**config.mk**
```make
export PLATFORM = sky130hd
export DESIGN_NAME = nvh_host
export DESIGN_NICKNAME = d
export VERILOG_FILES = /design/src/rtl/unused_none.sv /design/src/rtl/nvh_pkg.sv /design/src/rtl/nvh_sync.sv /design/src/rtl/nvh_host.sv
export VERILOG_INCLUDE_DIRS = /design/src /design/src/rtl
export SDC_FILE = /design/constraint.sdc
export NUM_CORES = 1
export LEC_CHECK = 0
export BUFFER_PORTS_ARGS = -buffer_cell sky130_fd_sc_hd__buf_2
export CAP_MARGIN = 30
export CORE_MARGIN = 3
export CORE_UTILIZATION = 45
export CTS_CLUSTER_DIAMETER = 100
export DETAILED_ROUTE_END_ITERATION = 6
export PLACE_DENSITY = 0.85
export SETUP_SLACK_MARGIN = 0.02
export SKIP_LAST_GASP = 1
export SYNTH_ARGS = -nofsm -noshare
export SYNTH_HDL_FRONTEND = slang
export SYNTH_SLANG_ARGS = --single-unit
```
**constraint.sdc**
```tcl
create_clock -name clk_sys -period 2.2 [get_ports clk_sys]
set_clock_uncertainty 0.1 [all_clocks]
set_input_delay 0.33 -clock clk_sys [delete_from_list [all_inputs] [get_ports clk_sys]]
set_output_delay 0.33 -clock clk_sys [all_outputs]
set_load 0.05 [all_outputs]
```
**src/rtl/nvh_cfg.svh**
```systemverilog
// Timing constants for the nonvolatile static memory host port
`ifndef NVH_CFG_SVH
`define NVH_CFG_SVH
`define NVH_ADDR_W          15
`define NVH_DATA_W          8
`define NVH_CLK_NS          40
`define NVH_T_ACC_NS        45
`define NVH_T_PULL_NS       40
`define NVH_SYNC_CYC        2
`define NVH_ACC_CYC         ((`NVH_T_ACC_NS + `NVH_CLK_NS - 1) / `NVH_CLK_NS)
`define NVH_PULL_CYC        ((`NVH_T_PULL_NS + `NVH_CLK_NS - 1) / `NVH_CLK_NS)
`define NVH_RD_CYC          (`NVH_ACC_CYC + `NVH_SYNC_CYC)
`define NVH_WR_CYC          (`NVH_ACC_CYC)
`define NVH_PULL_LEN        (`NVH_PULL_CYC + `NVH_SYNC_CYC)
`endif

```
**src/rtl/unused_none.sv**
```systemverilog
// This file holds no logic

```
**src/rtl/nvh_pkg.sv**
```systemverilog
// Types for the nonvolatile static memory host port
package nvh_pkg;
    typedef enum logic [2:0] {
        NVH_IDLE   = 3'b000,
        NVH_SETUP  = 3'b001,
        NVH_STROBE = 3'b011,
        NVH_RECOV  = 3'b010,
        NVH_PULL   = 3'b110
    } nvh_state_t;
endpackage

```
**src/rtl/nvh_sync.sv**
```systemverilog
// Two-flop synchroniser for pin inputs
`timescale 1ns/1ps
module nvh_sync #(
    parameter int W = 1
) (
    input  wire logic         clk_sys,
    input  wire logic         arst_n,
    input  wire logic [W-1:0] d,
    output logic      [W-1:0] q
);
    logic [W-1:0] meta;

    // First stage feeds only the second stage
    always_ff @(posedge clk_sys or negedge arst_n) begin
        if (!arst_n) begin
            meta <= '0;
            q    <= '0;
        end else begin
            meta <= d;
            q    <= meta;
        end
    end
endmodule

```
**src/rtl/nvh_host.sv**
```systemverilog
// Host controller for the byte-wide nonvolatile static memory
// Operation
// RULE_01 - The host puts a 15-bit byte address on the location lines to pick one of 32,768 bytes.
// RULE_02 - Read and write data share one 8-bit two-way bus.
// RULE_03 - The device only answers while chip select is held low by the host.
// RULE_04 - A low write strobe stores the bus byte at the address taken at chip select's falling edge.
// RULE_05 - The device drives read data only while the output gate is low.
// RULE_06 - With the output gate high the device leaves the data bus floating.
// RULE_07 - The device holds the busy pin low through every nonvolatile save.
// RULE_08 - Pulling the busy pin low from outside makes the device save the whole array.
// RULE_09 - A weak pull-up keeps the busy pin high when nobody drives it.
// RULE_10 - On power loss the device saves the whole array by itself.
// RULE_11 - At power-up the device restores the array before normal access.
// RULE_12 - Save and restore can also be started by software.
// RULE_13 - The host starts no access while the busy pin is low and waits for it to rise.
`timescale 1ns/1ps
`include "nvh_cfg.svh"
module nvh_host
    import nvh_pkg::*;
(
    input  wire logic                   clk_sys,
    input  wire logic                   arst_n,
    // User side
    input  wire logic                   acc_req,
    input  wire logic                   acc_write,
    input  wire logic [`NVH_ADDR_W-1:0] acc_addr,
    input  wire logic [`NVH_DATA_W-1:0] acc_wdata,
    input  wire logic                   store_req,
    output logic                        acc_ready,
    output logic                        acc_done,
    output logic      [`NVH_DATA_W-1:0] acc_rdata,
    output logic                        nv_busy,
    // Device pins
    output logic      [`NVH_ADDR_W-1:0] loc_sel_bus,
    output logic                        chip_sel_n,
    output logic                        wr_strobe_n,
    output logic                        out_gate_n,
    input  wire logic [`NVH_DATA_W-1:0] byte_lines_i,
    output logic      [`NVH_DATA_W-1:0] byte_lines_o,
    output logic                        byte_lines_oe,
    input  wire logic                   nv_busy_n_i,
    output logic                        nv_busy_n_o,
    output logic                        nv_busy_n_oe
);
    nvh_state_t             state;
    logic       [2:0]       cnt;
    logic                   is_write;
    logic                   busy_n_s;
    logic [`NVH_DATA_W-1:0] data_s;

    // Select and the active strobe are low from setup until the strobe count runs out
    function automatic logic nvh_strobing(input nvh_state_t st, input logic [2:0] c);
        return (st == NVH_SETUP) || (st == NVH_STROBE && c != 3'h0);
    endfunction

    // Last strobe cycle of an access
    function automatic logic nvh_last(input nvh_state_t st, input logic [2:0] c);
        return (st == NVH_STROBE) && (c == 3'h0);
    endfunction

    // Access taken: idle, no save asked for, busy pin seen high
    function automatic logic nvh_take(input nvh_state_t st, input logic req, input logic sv, input logic bn);
        return (st == NVH_IDLE) && req && !sv && bn;
    endfunction

    // Synchronised busy pin
    nvh_sync #(.W(1)) u_busy_sync (
        .clk_sys (clk_sys),
        .arst_n  (arst_n),
        .d       (nv_busy_n_i),
        .q       (busy_n_s)
    );

    // Synchronised data bus, read only after the byte has stood for two cycles
    nvh_sync #(.W(`NVH_DATA_W)) u_data_sync (
        .clk_sys (clk_sys),
        .arst_n  (arst_n),
        .d       (byte_lines_i),
        .q       (data_s)
    );

    // Busy flag set from reset until the pin is seen high, covering power-up restore
    always_ff @(posedge clk_sys or negedge arst_n) begin
        if (!arst_n) begin
            nv_busy <= 1'b1;
        end else begin
            nv_busy <= ~busy_n_s;                                     // [RULE_07] [RULE_11]
        end
    end

    // Ready only when a request would be taken at the next edge
    always_ff @(posedge clk_sys or negedge arst_n) begin
        if (!arst_n) begin
            acc_ready <= 1'b0;
        end else begin
            acc_ready <= (state == NVH_IDLE) && busy_n_s && !acc_req && !store_req; // [RULE_13]
        end
    end

    // Access and store sequencer
    always_ff @(posedge clk_sys or negedge arst_n) begin
        if (!arst_n) begin
            state    <= NVH_IDLE;
            cnt      <= 3'h0;
            is_write <= 1'b0;
        end else begin
            case (state)
                NVH_IDLE: begin
                    if (store_req) begin
                        state <= NVH_PULL;                            // [RULE_08]
                        cnt   <= 3'(`NVH_PULL_LEN - 1);
                    end else if (nvh_take(state, acc_req, store_req, busy_n_s)) begin
                        state    <= NVH_SETUP;                        // [RULE_13]
                        is_write <= acc_write;
                    end
                end
                NVH_SETUP: begin
                    state <= NVH_STROBE;
                    cnt   <= is_write ? 3'(`NVH_WR_CYC - 1) : 3'(`NVH_RD_CYC - 1);
                end
                NVH_STROBE: begin
                    if (cnt == 3'h0) begin
                        state <= NVH_RECOV;
                    end else begin
                        cnt <= cnt - 3'h1;
                    end
                end
                NVH_RECOV: begin
                    state <= NVH_IDLE;
                end
                // Stays until the synchronised pin can show the save, so no access slips in
                NVH_PULL: begin
                    if (cnt == 3'h0) begin
                        state <= NVH_IDLE;                            // [RULE_13]
                    end else begin
                        cnt <= cnt - 3'h1;
                    end
                end
                default: begin
                    state <= NVH_IDLE;
                end
            endcase
        end
    end

    // Address loaded at the take edge, a cycle before select falls, and held to the end
    always_ff @(posedge clk_sys or negedge arst_n) begin
        if (!arst_n) begin
            loc_sel_bus <= '0;
        end else begin
            if (nvh_take(state, acc_req, store_req, busy_n_s)) begin
                loc_sel_bus <= acc_addr;                              // [RULE_01]
            end
        end
    end

    // Chip select low only through the strobe cycles
    always_ff @(posedge clk_sys or negedge arst_n) begin
        if (!arst_n) begin
            chip_sel_n <= 1'b1;
        end else begin
            chip_sel_n <= !nvh_strobing(state, cnt);                  // [RULE_03] [RULE_04]
        end
    end

    // Write strobe, low only for writes
    always_ff @(posedge clk_sys or negedge arst_n) begin
        if (!arst_n) begin
            wr_strobe_n <= 1'b1;
        end else begin
            wr_strobe_n <= !(is_write && nvh_strobing(state, cnt));   // [RULE_04]
        end
    end

    // Output gate, low only for reads, so it never meets the write strobe
    always_ff @(posedge clk_sys or negedge arst_n) begin
        if (!arst_n) begin
            out_gate_n <= 1'b1;
        end else begin
            out_gate_n <= !(!is_write && nvh_strobing(state, cnt));   // [RULE_05]
        end
    end

    // Write byte loaded at the take edge
    always_ff @(posedge clk_sys or negedge arst_n) begin
        if (!arst_n) begin
            byte_lines_o <= '0;
        end else begin
            if (nvh_take(state, acc_req, store_req, busy_n_s) && acc_write) begin
                byte_lines_o <= acc_wdata;                            // [RULE_02]
            end
        end
    end

    // Host drives the bus only for writes, a cycle past the strobe for hold time
    always_ff @(posedge clk_sys or negedge arst_n) begin
        if (!arst_n) begin
            byte_lines_oe <= 1'b0;
        end else begin
            byte_lines_oe <= (nvh_take(state, acc_req, store_req, busy_n_s) && acc_write) ||
                             (is_write && (state == NVH_SETUP || state == NVH_STROBE)); // [RULE_02] [RULE_06]
        end
    end

    // Busy pin: pulled low by the host to request a save, else released
    always_ff @(posedge clk_sys or negedge arst_n) begin
        if (!arst_n) begin
            nv_busy_n_o  <= 1'b0;
            nv_busy_n_oe <= 1'b0;
        end else begin
            nv_busy_n_o  <= 1'b0;
            nv_busy_n_oe <= (state == NVH_IDLE && store_req) ||
                            (state == NVH_PULL && cnt > 3'(`NVH_SYNC_CYC)); // [RULE_08] [RULE_12]
        end
    end

    // Completion pulse in the cycle after the last strobe cycle
    always_ff @(posedge clk_sys or negedge arst_n) begin
        if (!arst_n) begin
            acc_done <= 1'b0;
        end else begin
            acc_done <= nvh_last(state, cnt);
        end
    end

    // Read byte captured with the completion pulse
    always_ff @(posedge clk_sys or negedge arst_n) begin
        if (!arst_n) begin
            acc_rdata <= '0;
        end else begin
            if (nvh_last(state, cnt) && !is_write) begin
                acc_rdata <= data_s;                                  // [RULE_02] [RULE_05]
            end
        end
    end
endmodule

```
==> summary by stage <==
Route
Dividing the detail-routed wire length by the instance count gives 13.98 um. The length of the first detailed-routing pass in iterations is 6. The residual DRC count is 0.

The average vias per placed instance is 4.745. The iteration-0 DRC count of the detailed router is 51. Summing over every cut layer, the via total after detailed routing is 1547. The number of nets with antenna violations after detailed routing is 0. The final layout contains routed wiring with a total length of 4557 um.

Logic synthesis
The post-synthesis net count is 196. A synthesized cell averages 15.10 um2. In this run the cell area of the synthesized design comes to 0.002356 mm2. Sequential cells were found to cover 68.19% of the synthesized design area.

Counting flops and latches in the post-synthesis netlist gives 64. The number of distinct library cells after synthesis is 32. The number of warnings reported in the yosys synthesis log is 0. Synthesis handed over a netlist of 156 instances.

CTS
TritonCTS built the clock tree. The number of buffers added by the clock tree synthesis step is 9. The clock transition time at the flip-flop clock pins of the worst setup and hold paths is 0.07 ns. The worst-case clock buffer depth is 2. Clock tree synthesis selected as its root buffer the cell sky130_fd_sc_hd__clkbuf_8. CTS built an H-tree with a depth of 3. The worst-skew pair later-pin latency is 0.33 ns. Clock tree synthesis found a total of 64 sinks.

Floorplanning
The overall die area is 0.006140 mm2. In this run the standard cell core region covers 0.004880 mm2. The I/O pin count is 77. The standard-cell row count is 25. The floorplan step set the die width to 78.36 um. From bottom edge to top edge, the die measures 78.36 um. The starting density of the core is 48.28%.

Placed design
Summed over all nets, the half-perimeter wirelength after detailed placement is 3271 um. The number of placed instances, taps included, is 299. Before CTS, the worst setup slack after placement is 0.02471 ns.

The placer's final routability congestion estimate is 0.7719. The count of port buffers added during placement is 75.

Hold path
The startpoint identified for the worst hold timing path is acc_req. The path class of the lowest-slack min-delay path is primary input to flop. The worst hold path terminates at acc_ready. The hold-critical path depth is 2.

Power
The total power divided by cell area is 1507 mW/mm2. The worst IR drop on VDD is 0.0008183 V. In this run the static leakage power is 1.641 nW.

Finish
The library cell used most frequently in the layout, excluding fill and tap cells, is sky130_fd_sc_hd__buf_2. The share of layout cells above drive strength 1 is 53.67%. Leaving out fill and tap cells, the most frequent cells in the layout are 75 x sky130_fd_sc_hd__buf_2, 60 x sky130_fd_sc_hd__dfrtp_1, 23 x sky130_fd_sc_hd__mux2_2.

The number of nets in the layout is 294. The final standard cell count with taps included and fillers excluded is 326. The number of antenna diodes in the final layout is 0.

From synthesis to final layout, the design area changed by 33.94%.

Timing
The achievable clock frequency is 471.9 MHz. The smallest clock period supported by the final layout is computed as 2.119 ns. Measured against its own limit, the worst slew margin works out to 61.61%. The final-report hold violation count was 0. The setup violation total in the final timing report is 0. The transition at the pin with the smallest max-transition slack is 0.5759 ns.

Dividing the final minimum period by the clock period gives 96.32%. Setup repair after global routing left no endpoint under its margin. The count of final max-slew check failures came to 0.

The final setup slack of the worst path is 0.08106 ns. On the final layout, the worst hold slack is 0.06806 ns.

Global routing
The first global-routing pass estimated 7507 um of wire. The via count of the first global-routing pass is 1619. For this run the aggregate overflow at the end of global routing stands at 0. Global routing used 16.40% of the available tracks. Entering global routing, the biggest net connects 41 pins. The number of antenna violations at the first check in global routing is 0.

Critical path
The worst setup path is launched from a flop. The critical path endpoint category is a flop. At the worst endpoint, the required time is 2.32 ns. In this run the register-to-register setup slack is 0.08 ns.

Along the worst path, the maximum fanout reaches 10. The kind of critical path is flop to flop. The startpoint of the worst register-to-register path is state[2]. For the worst flop-to-flop path, the logic depth is 4. The signal arrival time at the worst endpoint is 2.23 ns. The end of the worst register-to-register path is byte_lines_o[7].

Job
The number of maximum-capacitance violations is 0.

Status
The run finished with clean final reports.
-- state kept, by name (all words and copies together), names as in the netlist, 3 cells and up --
name	cells
u_data_sync.meta	8
byte_lines_o	8
cnt	3
state	3
loc_sel_bus	15
acc_rdata	8
u_data_sync.q	8
-- per-stage QoR --
step                setup TNS, ns  power [W]  area [um2]  utilization (%)
floorplan                  -1.159   0.003250        2356                -
global placement                0   0.003688        2846            58.33
detailed placement              0   0.003740        2846            58.33
CTS                             0   0.004793        3161            64.77
global route                    0   0.005005        3156            64.67
finish                          0   0.004754        3156            64.67
-- worst max path at each step --
| stage | from | depth (start not counted) | to |
|---|---|---|---|
| after floorplan | state[1] | 7 | byte_lines_o[0] |
| after global placement | store_req | 6 | byte_lines_o[0] |
| after detailed placement | store_req | 6 | byte_lines_o[3] |
| after CTS | state[1] | 5 | byte_lines_o[7] |
| after global routing | cnt[0] | 5 | acc_rdata[1] |
| final | state[2] | 4 | byte_lines_o[7] |
-- what timing repair did --
action,in CTS,in global routing
hold buffers,10,0
resized for setup,0,2
pin swaps,0,2
setup endpoints to repair,5,8
buffers inserted,1,1
endpoints found under the hold margin,31,0
-- kinds of logic (layout without fill, tap and decap cells) --
family	after synthesis	after routing	synth area share (%)
AOI/OAI and AO/OA	14	14	3.399
adders and majority gates	3	3	1.593
and+or+nand+nor	29	29	6.692
other	1	1	0.1592
buffers and inverters	12	115	3.080
muxes	32	32	16.52
DFF	64	64	68.19
xor gates and xnor gates	1	1	0.3718
-- critical path, cell delays in order (launching register included) --
cell,delay [ns]
sky130_fd_sc_hd__dfrtp_1,0.39
sky130_fd_sc_hd__or4b_4,0.52
sky130_fd_sc_hd__or3_4,0.34
sky130_fd_sc_hd__or2_4,0.34
sky130_fd_sc_hd__mux2_4,0.31
-- per-layer routing --
metal  GRT usage (%)  wire, um  up-vias
met5               0         0        -
met4           4.196        50        0
met3           8.716       411        8
met2           26.97      2283       60
met1           18.80      1811      754
li1                -         -      725
-- cell type report --
| type | count | area (um2) |
|---|---|---|
| repair buffers | 94 | 555.5 |
| fillers | 384 | 1724 |
| multi-input cells | 80 | 684.4 |
| well taps | 67 | 83.83 |
| flip-flops and latches | 64 | 1607 |
| clock buffers | 10 | 137.6 |
| inverters | 5 | 18.77 |
| clock inverters | 6 | 68.82 |
-- cell usage after synthesis, drive strengths merged --
master	n	area, um2
o211ai	1	7.510
inv	5	18.77
clkbuf	2	7.510
a21oi	5	25.02
buf	5	46.29
nand4b	1	8.760
a211o	1	8.760
or2	2	12.52
nor2	2	7.510
ha	3	37.54
mux2i	1	10.01
nand2	8	30.03
or4b	1	13.76
and3	2	12.51
and2	1	6.260
xor2	1	8.760
dfstp	4	105.1
o22ai	1	6.260
o21bai	1	7.510
o21ai	5	25.02
nand3	6	30.03
nor3	1	5.000
or3	1	6.260
mux2	31	379.1
dfrtp	60	1501
conb	1	3.750
nor2b	2	12.51
nand2b	2	12.51
-- where the power goes --
part	leakage (nW)	switching, W	internal (W)
registers	0.784	0.000186	0.00152
clock network	0.0907	0.000442	0.000554
logic	0.767	0.00142	0.000624
No activity file was read; power rests on OpenSTA's default activity.
